===== src/rtl/fpc_pkg.sv =====
// Overview of operation
// - Four independent channel units, each with its own button, LEDs and state.
// - A brief press toggles only that channel's polarity.
// - Minus LED lights while inverting, plus LED while non-inverting, on or off.
// - Holding a button about 1.5 s toggles that channel on or off.
// - The off LED lights while a channel is off and it adds nothing to the sum.
// - Holding any button about 5 s requests an offset autocalibration.
// - Calibration runs about a minute and ends after 10 s with no relay activity.
// - A request is refused when any input is above about 500 uV.
// - Each input lights its overload LED while its magnitude exceeds 10 V.
// - The output overload LED lights while the output exceeds 10 V.
// - Only switched-on channels reach the sum, each with its selected sign.
// - Polarity and on/off settings are restored from storage at power-on.
package fpc_pkg;

	localparam int NCH = 4;

	// ----------------------------------------------------------------
	// Timing
	// ----------------------------------------------------------------
	localparam int CLK_MHZ       = 100;
	localparam int TICK_US       = 1000;
	localparam int TICK_CYC      = TICK_US * CLK_MHZ;
	localparam int DEBOUNCE_MS   = 20;
	localparam int ONOFF_MS      = 1500;
	localparam int CAL_MS        = 5000;
	localparam int QUIET_MS      = 10000;
	localparam int CALRUN_MS     = 60000;
	localparam int MSW           = 17;

	// ----------------------------------------------------------------
	// Register map
	// ----------------------------------------------------------------
	localparam logic [7:0] ADDR_CTRL   = 8'h00;
	localparam logic [7:0] ADDR_STATUS = 8'h04;
	localparam logic [7:0] ADDR_IRQST  = 8'h08;
	localparam logic [7:0] ADDR_IRQMSK = 8'h0C;
	localparam logic [7:0] ADDR_NVDATA = 8'h10;

	localparam int IRQ_BRIEF  = 0;
	localparam int IRQ_HOLD   = 4;
	localparam int IRQ_CALOK  = 8;
	localparam int IRQ_CALREJ = 9;
	localparam int IRQ_CALEND = 10;
	localparam int IRQ_W      = 11;

	localparam logic [3:0] POL_RST = 4'h0;
	localparam logic [3:0] ON_RST  = 4'hF;

	typedef enum logic [1:0] {
		BTN_IDLE = 2'b00,
		BTN_HELD = 2'b01,
		BTN_ONOFF = 2'b10,
		BTN_CALREQ = 2'b11
	} fpc_btn_t;

	typedef enum logic [1:0] {
		CAL_IDLE  = 2'b00,
		CAL_RUN   = 2'b01,
		CAL_QUIET = 2'b10
	} fpc_cal_t;

	typedef struct packed {
		logic [NCH-1:0] ledMinus;
		logic [NCH-1:0] ledPlus;
		logic [NCH-1:0] ledOff;
		logic [NCH-1:0] ledInOvl;
		logic           ledOutOvl;
	} fpc_leds_t;

endpackage : fpc_pkg


===== src/rtl/fpc_front_panel.sv =====
// Our own choices: the address map and the AXI4-Lite slave port.
`timescale 1ns/1ps
module fpc_front_panel (
	input  wire logic                 clk,
	input  wire logic                 nrst,
	input  wire logic [3:0]           buttonN,
	input  wire logic [3:0]           inOverload,
	input  wire logic                 outOverload,
	input  wire logic [3:0]           inAboveCalLimit,
	input  wire logic                 relayActive,
	input  wire logic                 nvValid,
	input  wire logic [7:0]           nvData,
	output logic [3:0]                sumEnable,
	output logic [3:0]                sumInvert,
	output logic                      calStart,
	output logic                      calBusy,
	output fpc_pkg::fpc_leds_t        leds,
	output logic [7:0]                nvWrData,
	output logic                      nvWrite,
	output logic                      irq,
	input  wire logic [31:0]          s_axi_awaddr,
	input  wire logic                 s_axi_awvalid,
	output logic                      s_axi_awready,
	input  wire logic [31:0]          s_axi_wdata,
	input  wire logic [3:0]           s_axi_wstrb,
	input  wire logic                 s_axi_wvalid,
	output logic                      s_axi_wready,
	output logic [1:0]                s_axi_bresp,
	output logic                      s_axi_bvalid,
	input  wire logic                 s_axi_bready,
	input  wire logic [31:0]          s_axi_araddr,
	input  wire logic                 s_axi_arvalid,
	output logic                      s_axi_arready,
	output logic [31:0]               s_axi_rdata,
	output logic [1:0]                s_axi_rresp,
	output logic                      s_axi_rvalid,
	input  wire logic                 s_axi_rready
);

	// ----------------------------------------------------------------
	// Millisecond tick and pin synchronisers
	// ----------------------------------------------------------------
	localparam int MSW_T = fpc_pkg::MSW;
	logic [MSW_T-1:0] divQ;
	logic             tick;
	logic [3:0]       btnS1Q;
	logic [3:0]       btnS2Q;
	logic [3:0]       ovS1Q;
	logic [3:0]       ovS2Q;
	logic             oovS1Q;
	logic             oovS2Q;
	logic [3:0]       sigS1Q;
	logic [3:0]       sigS2Q;
	logic             rlyS1Q;
	logic             rlyS2Q;

	assign tick = (divQ == MSW_T'(fpc_pkg::TICK_CYC - 1));

	always_ff @(posedge clk or negedge nrst) begin
		if (!nrst) begin
			divQ <= '0;
		end else if (tick) begin
			divQ <= '0;
		end else begin
			divQ <= divQ + 1'b1;
		end
	end

	always_ff @(posedge clk or negedge nrst) begin
		if (!nrst) begin
			btnS1Q <= '0;
			btnS2Q <= '0;
			ovS1Q  <= '0;
			ovS2Q  <= '0;
			oovS1Q <= 1'b0;
			oovS2Q <= 1'b0;
			sigS1Q <= '0;
			sigS2Q <= '0;
			rlyS1Q <= 1'b0;
			rlyS2Q <= 1'b0;
		end else begin
			btnS1Q <= ~buttonN;
			btnS2Q <= btnS1Q;
			ovS1Q  <= inOverload;
			ovS2Q  <= ovS1Q;
			oovS1Q <= outOverload;
			oovS2Q <= oovS1Q;
			sigS1Q <= inAboveCalLimit;
			sigS2Q <= sigS1Q;
			rlyS1Q <= relayActive;
			rlyS2Q <= rlyS1Q;
		end
	end

	// ----------------------------------------------------------------
	// Channel units
	// ----------------------------------------------------------------
	logic [3:0] polQ;
	logic [3:0] onQ;
	logic [3:0] briefEv;
	logic [3:0] holdEv;
	logic [3:0] calReqEv;
	logic [3:0] swPolTgl;
	logic [3:0] swOnTgl;
	logic       restoreQ;
	logic       calReq;

	genvar g;
	generate
		for (g = 0; g < fpc_pkg::NCH; g++) begin : gCh
			logic [4:0]       dbCntQ;
			logic             pressQ;
			logic [13:0]      holdCntQ;
			fpc_pkg::fpc_btn_t stQ;

			// Debounce: state follows the pin once stable long enough
			always_ff @(posedge clk or negedge nrst) begin
				if (!nrst) begin
					dbCntQ <= '0;
					pressQ <= 1'b0;
				end else if (btnS2Q[g] == pressQ) begin
					dbCntQ <= '0;
				end else if (tick) begin
					if (dbCntQ == 5'(fpc_pkg::DEBOUNCE_MS - 1)) begin
						pressQ <= btnS2Q[g];
						dbCntQ <= '0;
					end else begin
						dbCntQ <= dbCntQ + 1'b1;
					end
				end
			end

			// Press classification by duration
			always_ff @(posedge clk or negedge nrst) begin
				if (!nrst) begin
					stQ      <= fpc_pkg::BTN_IDLE;
					holdCntQ <= '0;
				end else begin
					case (stQ)
						fpc_pkg::BTN_IDLE: begin
							holdCntQ <= '0;
							if (pressQ) begin
								stQ <= fpc_pkg::BTN_HELD;
							end
						end
						fpc_pkg::BTN_HELD: begin
							if (!pressQ) begin
								stQ <= fpc_pkg::BTN_IDLE;
							end else if (tick) begin
								holdCntQ <= holdCntQ + 1'b1;
								if (holdCntQ == 14'(fpc_pkg::ONOFF_MS - 1)) begin
									stQ <= fpc_pkg::BTN_ONOFF;
								end
							end
						end
						fpc_pkg::BTN_ONOFF: begin
							if (!pressQ) begin
								stQ <= fpc_pkg::BTN_IDLE;
							end else if (tick) begin
								holdCntQ <= holdCntQ + 1'b1;
								if (holdCntQ == 14'(fpc_pkg::CAL_MS - 1)) begin
									stQ <= fpc_pkg::BTN_CALREQ;
								end
							end
						end
						fpc_pkg::BTN_CALREQ: begin
							if (!pressQ) begin
								stQ <= fpc_pkg::BTN_IDLE;
							end
						end
						default: begin
							stQ <= fpc_pkg::BTN_IDLE;
						end
					endcase
				end
			end

			assign briefEv[g] = (stQ == fpc_pkg::BTN_HELD) && !pressQ;
			assign holdEv[g] = (stQ == fpc_pkg::BTN_HELD) && pressQ && tick
				&& (holdCntQ == 14'(fpc_pkg::ONOFF_MS - 1));
			assign calReqEv[g] = (stQ == fpc_pkg::BTN_ONOFF) && pressQ && tick
				&& (holdCntQ == 14'(fpc_pkg::CAL_MS - 1));

			// Per-channel state, restored at power-on
			always_ff @(posedge clk or negedge nrst) begin
				if (!nrst) begin
					polQ[g] <= fpc_pkg::POL_RST[g];
					onQ[g]  <= fpc_pkg::ON_RST[g];
				end else if (!restoreQ && nvValid) begin
					polQ[g] <= nvData[g];
					onQ[g]  <= nvData[4+g];
				end else if (!calBusy) begin
					polQ[g] <= polQ[g] ^ (briefEv[g] | swPolTgl[g]);
					onQ[g]  <= onQ[g] ^ (holdEv[g] | swOnTgl[g]);
				end
			end
		end
	endgenerate

	assign calReq = |calReqEv;

	always_ff @(posedge clk or negedge nrst) begin
		if (!nrst) begin
			restoreQ <= 1'b0;
		end else if (nvValid) begin
			restoreQ <= 1'b1;
		end
	end

	// Settings are written back to storage whenever they change after the first nvValid restore
	logic [7:0] lastQ;
	always_ff @(posedge clk or negedge nrst) begin
		if (!nrst) begin
			lastQ   <= {fpc_pkg::ON_RST, fpc_pkg::POL_RST};
			nvWrite <= 1'b0;
		end else begin
			lastQ   <= {onQ, polQ};
			nvWrite <= restoreQ && ({onQ, polQ} != lastQ);
		end
	end
	assign nvWrData = lastQ;

	// ----------------------------------------------------------------
	// Outputs to summing switches and LEDs
	// ----------------------------------------------------------------
	always_ff @(posedge clk or negedge nrst) begin
		if (!nrst) begin
			sumEnable <= '0;
			sumInvert <= '0;
			leds      <= '0;
		end else begin
			sumEnable       <= onQ & {4{!calBusy}};
			sumInvert       <= polQ;
			leds.ledMinus   <= polQ;
			leds.ledPlus    <= ~polQ;
			leds.ledOff     <= ~onQ;
			leds.ledInOvl   <= ovS2Q;
			leds.ledOutOvl  <= oovS2Q;
		end
	end

	// ----------------------------------------------------------------
	// Autocalibration sequencer
	// ----------------------------------------------------------------
	fpc_pkg::fpc_cal_t calQ;
	logic [16:0]       calCntQ;
	logic [13:0]       quietCntQ;
	logic              calOk;
	logic              calRej;
	logic              calEnd;

	assign calOk  = calReq && (calQ == fpc_pkg::CAL_IDLE) && !(|sigS2Q);
	assign calRej = calReq && (calQ == fpc_pkg::CAL_IDLE) && (|sigS2Q);
	assign calEnd = (calQ == fpc_pkg::CAL_QUIET) && tick
		&& (quietCntQ == 14'(fpc_pkg::QUIET_MS - 1));
	assign calBusy = (calQ != fpc_pkg::CAL_IDLE);

	always_ff @(posedge clk or negedge nrst) begin
		if (!nrst) begin
			calQ      <= fpc_pkg::CAL_IDLE;
			calCntQ   <= '0;
			quietCntQ <= '0;
			calStart  <= 1'b0;
		end else begin
			calStart <= calOk;
			case (calQ)
				fpc_pkg::CAL_IDLE: begin
					calCntQ   <= '0;
					quietCntQ <= '0;
					if (calOk) begin
						calQ <= fpc_pkg::CAL_RUN;
					end
				end
				fpc_pkg::CAL_RUN: begin
					if (tick) begin
						calCntQ <= calCntQ + 1'b1;
					end
					if (tick && calCntQ == 17'(fpc_pkg::CALRUN_MS - 1)) begin
						calQ <= fpc_pkg::CAL_QUIET;
					end
				end
				fpc_pkg::CAL_QUIET: begin
					if (rlyS2Q) begin
						quietCntQ <= '0;
					end else if (calEnd) begin
						calQ <= fpc_pkg::CAL_IDLE;
					end else if (tick) begin
						quietCntQ <= quietCntQ + 1'b1;
					end
				end
				default: begin
					calQ <= fpc_pkg::CAL_IDLE;
				end
			endcase
		end
	end

	// ----------------------------------------------------------------
	// Interrupt status and mask
	// ----------------------------------------------------------------
	logic [10:0] irqStQ;
	logic [10:0] irqMskQ;
	logic [10:0] irqSet;
	logic        wrEn;
	logic [31:0] wdQ;
	logic [7:0]  awQ;

	assign irqSet = {calEnd & !rlyS2Q, calRej, calOk, holdEv, briefEv};
	assign irq    = |(irqStQ & irqMskQ);

	always_ff @(posedge clk or negedge nrst) begin
		if (!nrst) begin
			irqStQ <= '0;
		end else if (wrEn && awQ == fpc_pkg::ADDR_IRQST) begin
			irqStQ <= (irqStQ & ~wdQ[10:0]) | irqSet;
		end else begin
			irqStQ <= irqStQ | irqSet;
		end
	end

	// ----------------------------------------------------------------
	// AXI4-Lite slave
	// ----------------------------------------------------------------
	logic awHaveQ;
	logic wHaveQ;

	assign s_axi_awready = !awHaveQ && !s_axi_bvalid;
	assign s_axi_wready  = !wHaveQ && !s_axi_bvalid;
	assign wrEn          = awHaveQ && wHaveQ && !s_axi_bvalid;
	assign s_axi_arready = !s_axi_rvalid;

	always_ff @(posedge clk or negedge nrst) begin
		if (!nrst) begin
			awHaveQ      <= 1'b0;
			wHaveQ       <= 1'b0;
			awQ          <= '0;
			wdQ          <= '0;
			s_axi_bvalid <= 1'b0;
			s_axi_bresp  <= 2'b00;
		end else begin
			if (s_axi_awvalid && s_axi_awready) begin
				awHaveQ <= 1'b1;
				awQ     <= s_axi_awaddr[7:0];
			end
			if (s_axi_wvalid && s_axi_wready) begin
				wHaveQ <= 1'b1;
				wdQ    <= s_axi_wdata & {{8{s_axi_wstrb[3]}},
					{8{s_axi_wstrb[2]}}, {8{s_axi_wstrb[1]}},
					{8{s_axi_wstrb[0]}}};
			end
			if (wrEn) begin
				awHaveQ      <= 1'b0;
				wHaveQ       <= 1'b0;
				s_axi_bvalid <= 1'b1;
				s_axi_bresp  <= (awQ == fpc_pkg::ADDR_CTRL
					|| awQ == fpc_pkg::ADDR_IRQST
					|| awQ == fpc_pkg::ADDR_IRQMSK) ? 2'b00 : 2'b10;
			end else if (s_axi_bready) begin
				s_axi_bvalid <= 1'b0;
			end
		end
	end

	always_ff @(posedge clk or negedge nrst) begin
		if (!nrst) begin
			irqMskQ <= '0;
		end else if (wrEn && awQ == fpc_pkg::ADDR_IRQMSK) begin
			irqMskQ <= wdQ[10:0];
		end
	end

	// Control writes: one-shot toggles of polarity and on/off
	assign swPolTgl = (wrEn && awQ == fpc_pkg::ADDR_CTRL) ? wdQ[3:0] : 4'h0;
	assign swOnTgl  = (wrEn && awQ == fpc_pkg::ADDR_CTRL) ? wdQ[7:4] : 4'h0;

	always_ff @(posedge clk or negedge nrst) begin
		if (!nrst) begin
			s_axi_rvalid <= 1'b0;
			s_axi_rdata  <= '0;
			s_axi_rresp  <= 2'b00;
		end else if (s_axi_arvalid && s_axi_arready) begin
			s_axi_rvalid <= 1'b1;
			s_axi_rresp  <= 2'b00;
			case (s_axi_araddr[7:0])
				fpc_pkg::ADDR_CTRL: s_axi_rdata <= '0;
				fpc_pkg::ADDR_STATUS: s_axi_rdata <= {16'h0000, calQ,
					ovS2Q, oovS2Q, 1'b0, onQ, polQ};
				fpc_pkg::ADDR_IRQST: s_axi_rdata <= {21'h00_0000, irqStQ};
				fpc_pkg::ADDR_IRQMSK: s_axi_rdata <= {21'h00_0000, irqMskQ};
				fpc_pkg::ADDR_NVDATA: s_axi_rdata <= {24'h00_0000, lastQ};
				default: begin
					s_axi_rdata <= '0;
					s_axi_rresp <= 2'b10;
				end
			endcase
		end else if (s_axi_rready) begin
			s_axi_rvalid <= 1'b0;
		end
	end

endmodule : fpc_front_panel


===== config.mk =====
export PLATFORM = sky130hd
export DESIGN_NAME = fpc_front_panel
export DESIGN_NICKNAME = d
export VERILOG_FILES = /design/src/rtl/fpc_pkg.sv /design/src/rtl/fpc_front_panel.sv
export SDC_FILE = /design/constraint.sdc
export NUM_CORES = 1
export LEC_CHECK = 0
export BUFFER_PORTS_ARGS = -buffer_cell sky130_fd_sc_hd__buf_2
export CAP_MARGIN = 40
export CORE_MARGIN = 3
export CORE_UTILIZATION = 50
export DETAILED_ROUTE_END_ITERATION = 10
export GPL_ROUTABILITY_DRIVEN = 0
export GPL_TIMING_DRIVEN = 0
export HOLD_SLACK_MARGIN = 0.05
export PLACE_DENSITY = 0.72
export SYNTH_ARGS = -nofsm -noshare
export SYNTH_HDL_FRONTEND = slang
export SYNTH_SLANG_ARGS = --single-unit

===== constraint.sdc =====
create_clock -name clk -period 6.2 [get_ports clk]
set_clock_uncertainty 0.05 [all_clocks]
set_input_delay 1.24 -clock clk [delete_from_list [all_inputs] [get_ports clk]]
set_output_delay 1.24 -clock clk [all_outputs]
set_load 0.03 [all_outputs]

==> impl_metrics.yaml, run 1 <==
status:
  status: "finished clean"
route:
  drc_errors: 0
  wl_per_cell_um: 17.3
  viasPerCell: 5.87
  dr_total_vias: 11166
  initial_drc_count: 1027
  drt_wl_total_mm: 32.9
  drt-pass1-iter-count: 6
  final_ant_viol_nets: 0
final_layout:
  utilization_pct: 59.2
  layout.filler_cells: 2229
  syn_to_final_growth_pct: 15.5
  final_net_count: 1711
  multi_input_area_um2: 6170
  post_route_cells_drive_above_1_share_pct: 16.0
  num_antenna_cells: 0
  most-common-layout-cells: "dfrtp_1 (257), nand2_1 (155), buf_2 (128), o21ai_0 (108), nor2_1 (105)"
  finalInstanceArea_um2: 15500
  sequential_cell_area_um2: 6640
  layout.cells.most_common: "dfrtp_1"
floorplan:
  fp-row-count: 59
  design.die.area_um2: 28900
  die_width_um: 170
  core_area_um2: 26200
  die_h_um: 170
  design.portCount: 208
  initial_utilization_pct: 51.2
synth:
  synth_async_sr_flop_share_pct: 100
  netlist.top_cell.by_area: "dfrtp_1"
  syn-cell-area_um2: 13400
  dominantRegCellSynth: "dfrtp_1"
  netlist.area_leader.share_pct: 47.9
  synth_warnings: 0
  avgSynthCellArea_um2: 9.74
  ys_types: 73
  synth.area.top_cells: "dfrtp_1 (48%), nand2_1 (4.3%), o21ai_0 (4.0%)"
  synthesis_stage_register_bit_count: 265
  synth-seq-area-share_pct: 49.5
  synth-edff-count: 0
  postSynthCellCount: 1379
grt:
  grtUsageTotal_pct: 22.5
  antenna_found_initial: 0
  grt_pass1_wl_mm: 53.8
  grt_remaining_overflow: 0
  grt_pass1_vias: 10448
  grt_start_max_net_pins: 120
clocking:
  cts-hold-fix-buffers: 0
  h-tree-depth: 1
  clock_path_buffers: 3
  tritoncts: "yes"
  path_clk_slew_ns: 0.06
  cts.sink_count: 265
  cts-root-buf: "clkbuf_16"
  post_cts_resize_count: 0
  post_cts_setup_repair_bufs: 0
  insertion_delay_ns: 0.53
  cts_inserted_buffers: 29
place:
  detailedPlacementHpwl_mm: 23.4
  placement.setup.worst_slack_ns: 2.77
  placement.io_buffers: 117
  placedInstanceArea_um2: 14600
power:
  seq_power_share_pct: 47.0
  p_clk_share_pct: 41.3
  cellLeakagePower_nw: 6.84
  vdd.ir_drop.worst_uv: 248
  switchingPower_mw: 1.11
  combinationalPowerShare_pct: 11.7
  p_per_area_nw_per_um2: 269
  switching_share_pct: 26.6
  cellInternalPower_mw: 3.06
critical_path:
  cp-start-kind: "flip-flop"
  crit_fanout: 10
  timing.critical_path.to_type: "output pin"
  worst_ep_arrival_time_ns: 2.46
  timing.setup.critical_path_class: "flip-flop to output pin"
  crit_required_ns: 4.91
timing:
  relSlewSlack_pct: 40.3
  fin_max_slew_vios: 0
  rsz_0062_raised_after_global_routing: "false"
  post-route-worst-setup-slack_ns: 2.45
  worst_slew_pin_slew_ns: 0.888
  timing.final.crit_period_ns: 3.75
  setup_viol: 0
  totalNegativeSetupSlack_ns: 0
  hold_ws_ns: 0.296
  hold_viol_final: 0
  fin_crit_share_pct: 60.5
  clock.fmax_mhz: 267
hold_path:
  hold_class: "flip-flop to flip-flop"
run:
  maxCapViolCount: 0
[worst paths after layout]
| check | startpoint | end | cells after the start | slack, ns |
|---|---|---|---|---|
| setup / recovery | calQ[0]$_DFFE_PN0P_ | calBusy | 5 | 2.45 |
| hold / removal | sigS1Q[0]$_DFF_PN0_ | sigS2Q[0]$_DFF_PN0_ | 0 | 0.30 |
| setup reg to reg | divQ[0]$_DFF_PN0_ | onQ[2]$_DFFE_PN1P_ | 10 | 3.23 |
| hold reg to reg | sigS1Q[0]$_DFF_PN0_ | sigS2Q[0]$_DFF_PN0_ | 0 | 0.30 |
| max in group asynchronous | nrst | gCh[0].holdCntQ[2]$_DFFE_PN0P_ | 3 | 4.18 |
| min in group asynchronous | nrst | awQ[4]$_DFFE_PN0P_ | 1 | 0.55 |
[sequential cells by signal, indices dropped and copies added, names as in the netlist, 5 cells and up]
signal and flops:
s_axi_rdata 16, awQ 8, gCh.holdCntQ 56, irqMskQ 11, gCh.dbCntQ 20, quietCntQ 14, irqStQ 11, nvWrData 5
calCntQ 17, divQ 17, wdQ 11, leds 16, gCh.stQ 8
[cell usage after synthesis, types with 16 or more instances]
library cell,count
xnor2_1,28
ha_1,35
nor3_1,26
a21oi_1,42
nand4_1,40
nand3_1,58
o21ai_0,108
nor4_1,20
xor2_1,20
nor2_1,105
a22o_1,28
clkbuf_1,49
and3_1,17
inv_1,58
dfrtp_1,257
mux2_2,27
or3_1,16
nand2_1,155
buf_4,26
o31ai_1,18
[power by group through the flow]
stage               logic (mW)  clock network, mW  registers (mW)
floorplan                0.245                  0            2.03
global placement         0.473                  0            1.98
finish                   0.486               1.72            1.96
detailed placement       0.490                  0            1.99
CTS                      0.492               1.75            1.96
global route             0.534               1.83            1.97
[cells by family (layout without fill, tap and decap cells)]
kind of cell / Yosys count / count (layout) / share of synthesized area [%]
flops: 265 / 265 / 49.5
other cells: 1 / 18 / 0.0279
compound gates: 293 / 293 / 14.4
xor+xnor: 48 / 48 / 3.13
mux: 40 / 40 / 3.23
simple gates: 546 / 546 / 21.4
buf+inv: 151 / 322 / 5.06
fa+ha+maj: 35 / 35 / 3.26
[worst max-delay path, cell delays in order (launching register included)]
cell and delay, ns:
dfrtp_1 0.45, clkbuf_1 0.38, nor2_1 0.12, inv_1 0.20, clkbuf_1 0.46, buf_2 0.30
[layer usage]
layer | vias up | wire [um] | GRT usage, %
li1 | 5301 | - | -
met1 | 5417 | 15100 | 32.6
met2 | 383 | 14900 | 35.7
met3 | 65 | 2100 | 2.83
met4 | 0 | 840 | 6.47
met5 | - | 0 | 0
[area by class of cell]
class,count,area share [%]
buffer,92,2.95
clock buffer,43,5.34
clock inverter,9,0.774
inverter,59,1.43
multi-input combinational,980,39.8
sequential,265,42.8
tap,335,2.70
timing repair buffer,119,4.19
[per-stage QoR]
step / std cells / total power, mW
after detailed placement: 1850 / 2.48
after CTS: 1902 / 4.20
after floorplan: 1396 / 2.28
after global routing: 1902 / 4.34
final: 1902 / 4.17
after global placement: 1848 / 2.46
(Power assumes the default switching activity.)
==> run 2, diff against run 1 <==
PLACE_DENSITY = 0.74   (was 0.72)
clock period = 3 ns   (was 6.2 ns; I/O delays follow)
==> impl_metrics.yaml, run 2 (synthesis gave the netlist of run 1 again) <==
critical_path:
  critPathBufInv: 3
  worst_ep_arrival_time_ns: 2.20
  timing.critical_path.to_type: "output pin"
  delay_contributed_by_the_slowest_stage_of_the_critical_path_ns: 0.47
  timing.setup.critical_path_class: "flip-flop to output pin"
  cp_top_family: "buffers and inverters"
  crit_chain: "clkbuf_1 -> nor2_1 -> inv_1 -> buf_2"
  crit_fanout: 15
  crit_slowest_cell: "dfrtp_1"
  crit_required_ns: 2.35
  cp-start-kind: "flip-flop"
final_layout:
  layout.cells.most_common: "dfrtp_1"
  final_net_count: 1711
  largest_registers: "gCh.holdCntQ (56), gCh.dbCntQ (20)"
  num_antenna_cells: 0
  most-common-layout-cells: "dfrtp_1 (257), nand2_1 (155), buf_2 (126), o21ai_0 (108), nor2_1 (105)"
  syn_to_final_growth_pct: 16.5
  largest_register_ffs: 56
  layoutNonFillerInstCount: 1903
  layout.filler_cells: 2162
  post_route_cells_drive_above_1_share_pct: 16.5
  most_flop_heavy_register: "gCh.holdCntQ"
timing:
  relSlewSlack_pct: 43.0
  fin_crit_share_pct: 95.1
  rsz_0062_raised_after_global_routing: "false"
  timing.final.crit_period_ns: 2.85
  post-route-worst-setup-slack_ns: 0.146
  clock.fmax_mhz: 350
  totalNegativeSetupSlack_ns: 0
  hold_viol_final: 0
  fin_max_slew_vios: 0
  setup_viol: 0
  worst_slew_pin_slew_ns: 0.848
  hold_ws_ns: 0.0886
hold_path:
  hold_class: "input port to flip-flop"
floorplan:
  design.portCount: 208
  fp-row-count: 59
  design.die.area_um2: 28900
  die_h_um: 170
  core_area_um2: 26200
  initial_utilization_pct: 51.2
  die_width_um: 170
route:
  drt-pass1-iter-count: 6
  final_ant_viol_nets: 0
  wl_per_cell_um: 17.5
  initial_drc_count: 923
  drt_wl_total_mm: 33.4
  viasPerCell: 5.89
  drc_errors: 0
  dr_total_vias: 11217
grt:
  antenna_found_initial: 0
  global_route.peak_usage_layer: "met2"
  grt_remaining_overflow: 0
  use_met2_pct: 37.6
  gr-usage-met1_pct: 32.5
  grt_pass1_wl_mm: 55.2
  grt_pass1_vias: 10770
  grt_start_max_net_pins: 95
  grtUsageTotal_pct: 23.1
  globalRouteMet3Util_pct: 3.04
place:
  placement.io_buffers: 117
  numPlacedInstances: 1850
  detailedPlacementHpwl_mm: 23.7
  placement.setup.worst_slack_ns: 0.0492
clocking:
  clock_path_buffers: 3
  tritoncts: "yes"
  cts_inserted_buffers: 30
  insertion_delay_ns: 0.56
  h-tree-depth: 1
  path_clk_slew_ns: 0.06
  post_cts_setup_repair_bufs: 0
  cts-root-buf: "clkbuf_16"
  cts.sink_count: 265
power:
  vdd.ir_drop.worst_uv: 407
  cellLeakagePower_nw: 6.90
  p_per_area_nw_per_um2: 572
  report.power.total_mw: 8.95
status:
  status: "finished clean"
run:
  maxCapViolCount: 0
==> run 2: changes by cell type in the layout (fill, tap and decap cells not counted), moves of 2 or more <==
cell / change
clkbuf_1: -8
clkbuf_8: +5
clkinv_2: -4
buf_2: -2
clkbuf_2: +2
clkbuf_4: +2
==> run 2: metrics by stage <==
step	cell area (um^2)	util, %
2_1_floorplan	13500	-
3_3_place_gp	14500	55.3
3_5_place_dp	14600	55.6
4_1_cts	15600	59.7
5_1_grt	15700	59.7
6_report	15700	59.7
==> run 2: power breakdown <==
group / leakage (nW) / internal, mW / switching (mW)
Clock: 0.523 / 2.42 / 1.47
Sequential: 3.48 / 3.84 / 0.218
Combinational: 2.89 / 0.331 / 0.676
==> run 2: worst register-to-register path, stage by stage (launching register included) <==
cell	delay, ns
dfrtp_1	0.39
ha_1	0.24
and4_1	0.21
buf_2	0.16
nand4_1	0.31
clkbuf_1	0.36
clkbuf_2	0.34
nor4b_1	0.46
xnor2_1	0.17
nor2_1	0.05
==> run 2: final cells by class <==
class | instances | area, um^2 | area share [%]
repair buffers | 120 | 661 | 4.22
clock inverters | 9 | 163 | 1.04
plain buffers | 90 | 458 | 2.93
multi-input cells | 980 | 6180 | 39.5
well taps | 335 | 419 | 2.68
clock buffers | 45 | 907 | 5.80
inverters | 59 | 221 | 1.41
flip-flops and latches | 265 | 6640 | 42.4
==> run 2: worst paths after layout <==
path                                           from                     endpoint  slack, ns  cells past startpoint
worst max-delay path            calQ[0]$_DFFE_PN0P_                      calBusy       0.15                      4
worst min-delay path                    outOverload             oovS1Q$_DFF_PN0_       0.09                      1
worst max register to register    divQ[0]$_DFF_PN0_    quietCntQ[12]$_DFFE_PN0P_       0.16                      9
worst min register to register  sigS1Q[3]$_DFF_PN0_          sigS2Q[3]$_DFF_PN0_       0.30                      0
max in group asynchronous                      nrst            divQ[3]$_DFF_PN0_       1.03                      4
min in group asynchronous                      nrst  s_axi_rdata[13]$_DFFE_PN0P_       0.58                      2
==> run 2: layer usage <==
| metal | wire, um | up-vias |
|---|---|---|
| met3 | 1990 | 65 |
| met2 | 15600 | 384 |
| met1 | 14900 | 5472 |
| met4 | 881 | 0 |
| met5 | 0 | - |
| li1 | - | 5296 |
==> run 2: what timing repair did <==
item / in CTS / in global routing
endpoints found under the hold margin: 81 / 0
gates resized for setup: 0 / 7
setup endpoints to repair: 1 / 17
hold buffers: 1 / 0
==> run 3, diff against run 2 <==
CTS_BUF_LIST = sky130_fd_sc_hd__clkbuf_4 sky130_fd_sc_hd__clkbuf_8   (was not set)
==> impl_metrics.yaml, run 3 (synthesis gave the netlist of run 1 again) <==
grt:
  grt_remaining_overflow: 0
  grtUsageTotal_pct: 23.2
  grt_start_max_net_pins: 95
  antenna_found_initial: 0
  grt_pass1_vias: 10881
  grt_pass1_wl_mm: 55.2
clocking:
  cts-root-buf: "clkbuf_8"
  insertion_delay_ns: 0.59
  cts.sink_count: 265
  tritoncts: "yes"
  cts_inserted_buffers: 46
  path_clk_slew_ns: 0.06
  h-tree-depth: 2
  post_cts_setup_repair_bufs: 0
  clock_path_buffers: 3
critical_path:
  critical_path.reg2reg.startpoint: "divQ[0]$_DFF_PN0_"
  crit_fanout: 10
  worstReg2RegEnd: "quietCntQ[12]$_DFFE_PN0P_"
  worst_ep_arrival_time_ns: 3.27
  crit_required_ns: 3.38
  r2r_cells: 9
  reg2reg_slack_ns: 0.11
  timing.setup.critical_path_class: "flip-flop to flip-flop"
  cp-start-kind: "flip-flop"
  timing.critical_path.to_type: "flip-flop"
final_layout:
  largest_register_ffs: 56
  num_antenna_cells: 0
  largest_registers: "gCh.holdCntQ (56), gCh.dbCntQ (20)"
  layout.filler_cells: 2174
  syn_to_final_growth_pct: 16.6
  final_net_count: 1732
  most_flop_heavy_register: "gCh.holdCntQ"
  post_route_cells_drive_above_1_share_pct: 18.3
  most-common-layout-cells: "dfrtp_1 (257), nand2_1 (155), buf_2 (127), o21ai_0 (108), nor2_1 (105)"
  layout.cells.most_common: "dfrtp_1"
place:
  detailedPlacementHpwl_mm: 23.7
  placement.io_buffers: 117
route:
  dr_total_vias: 11305
  final_ant_viol_nets: 0
  drt_wl_total_mm: 33.5
  viasPerCell: 5.84
  initial_drc_count: 931
  drc_errors: 0
  wl_per_cell_um: 17.3
  drt-pass1-iter-count: 7
floorplan:
  core_area_um2: 26200
  initial_utilization_pct: 51.2
  design.portCount: 208
  fp-row-count: 59
  design.die.area_um2: 28900
  die_width_um: 170
  die_h_um: 170
timing:
  timing.final.crit_period_ns: 2.89
  setup_viol: 0
  hold_ws_ns: 0.0979
  rsz_0062_raised_after_global_routing: "false"
  fin_crit_share_pct: 96.3
  clock.fmax_mhz: 346
  relSlewSlack_pct: 41.9
  fin_max_slew_vios: 0
  hold_viol_final: 0
  totalNegativeSetupSlack_ns: 0
  worst_slew_pin_slew_ns: 0.864
hold_path:
  hold_class: "input port to flip-flop"
  timing.hold.worst_path_depth: 1
  min_from: "inAboveCalLimit[3]"
  min_delay_worst_endpoint: "sigS1Q[3]$_DFF_PN0_"
power:
  cellLeakagePower_nw: 6.94
  vdd.ir_drop.worst_uv: 292
  p_per_area_nw_per_um2: 558
status:
  status: "finished clean"
run:
  maxCapViolCount: 0
-- run 3: changes by cell type in the layout (fill, tap and decap cells not counted), moves of 5 or more --
cell | previous run | this run
clkbuf_8 | 10 | 57
dlygate4sd3_1 | 1 | 6
clkbuf_4 | 2 | 14
clkbuf_1 | 50 | 44
clkbuf_16 | 30 | 0
-- run 3: area by class of cell --
type,count,area [um^2],area share [%]
plain buffers,90,455,2.91
multi-input cells,980,6170,39.4
flip-flops and latches,265,6640,42.4
clock buffers,71,890,5.68
clock inverters,10,149,0.951
well taps,335,419,2.68
repair buffers,125,711,4.54
inverters,59,221,1.41
-- run 3: repair_timing --
item	4_1_cts	5_1_grt
gates resized for setup	1	6
hold endpoints to repair	86	0
endpoints found under the setup margin	2	14
hold buffers	6	0
pin swaps	0	0
-- run 3: critical path, stage by stage, from the launching register on --
cell and delay (ns):
dfrtp_1 0.39, ha_1 0.24, and4_1 0.20, buf_2 0.15, nand4_1 0.34, buf_1 0.36, clkbuf_2 0.33, nor4b_1 0.45
xnor2_1 0.16, nor2_1 0.05
-- run 3: per-layer routing --
layer | wire length, um | GRT usage [%] | vias to the layer above | part of all wire [%]
li1 | - | - | 5352 | -
met1 | 14900 | 32.1 | 5512 | 45
met2 | 15700 | 37.7 | 386 | 47
met3 | 2110 | 3.67 | 55 | 6.3
met4 | 774 | 7.65 | 0 | 2.3
met5 | 0 | 0 | - | 0
-- run 3: worst max path at each step --
stage	from	endpoint	cells past startpoint	slack, ns
global route	divQ[0]$_DFF_PN0_	quietCntQ[12]$_DFFE_PN0P_	9	0.0003
floorplan	s_axi_araddr[7]	s_axi_rdata[3]$_DFFE_PN0P_	6	0.63
detailed placement	divQ[0]$_DFF_PN0_	irqStQ[8]$_DFF_PN0_	9	0.05
CTS	divQ[0]$_DFF_PN0_	quietCntQ[12]$_DFFE_PN0P_	9	0.04
finish	divQ[0]$_DFF_PN0_	quietCntQ[12]$_DFFE_PN0P_	9	0.11
global placement	nrst	divQ[14]$_DFF_PN0_	1	-3.50
-- run 3: metrics by stage --
stage / cell area, um^2 / std cells / power (mW) / setup WS (ns) / utilization (%)
2_1_floorplan: 13500 / 1396 / 4.71 / 0.632 / -
3_3_place_gp: 14500 / 1848 / 5.07 / -3.50 / 55.3
3_5_place_dp: 14600 / 1850 / 5.11 / 0.0492 / 55.6
4_1_cts: 15700 / 1936 / 8.82 / 0.0394 / 59.8
5_1_grt: 15700 / 1935 / 9.11 / 0.000293 / 59.8
6_report: 15700 / 1935 / 8.74 / 0.111 / 59.8
-- run 3: report_power, final --
part / internal, mW / total (mW) / switching [mW]
registers: 3.84 / 4.05 / 0.212
logic: 0.335 / 1.01 / 0.674
clock network: 2.16 / 3.69 / 1.52
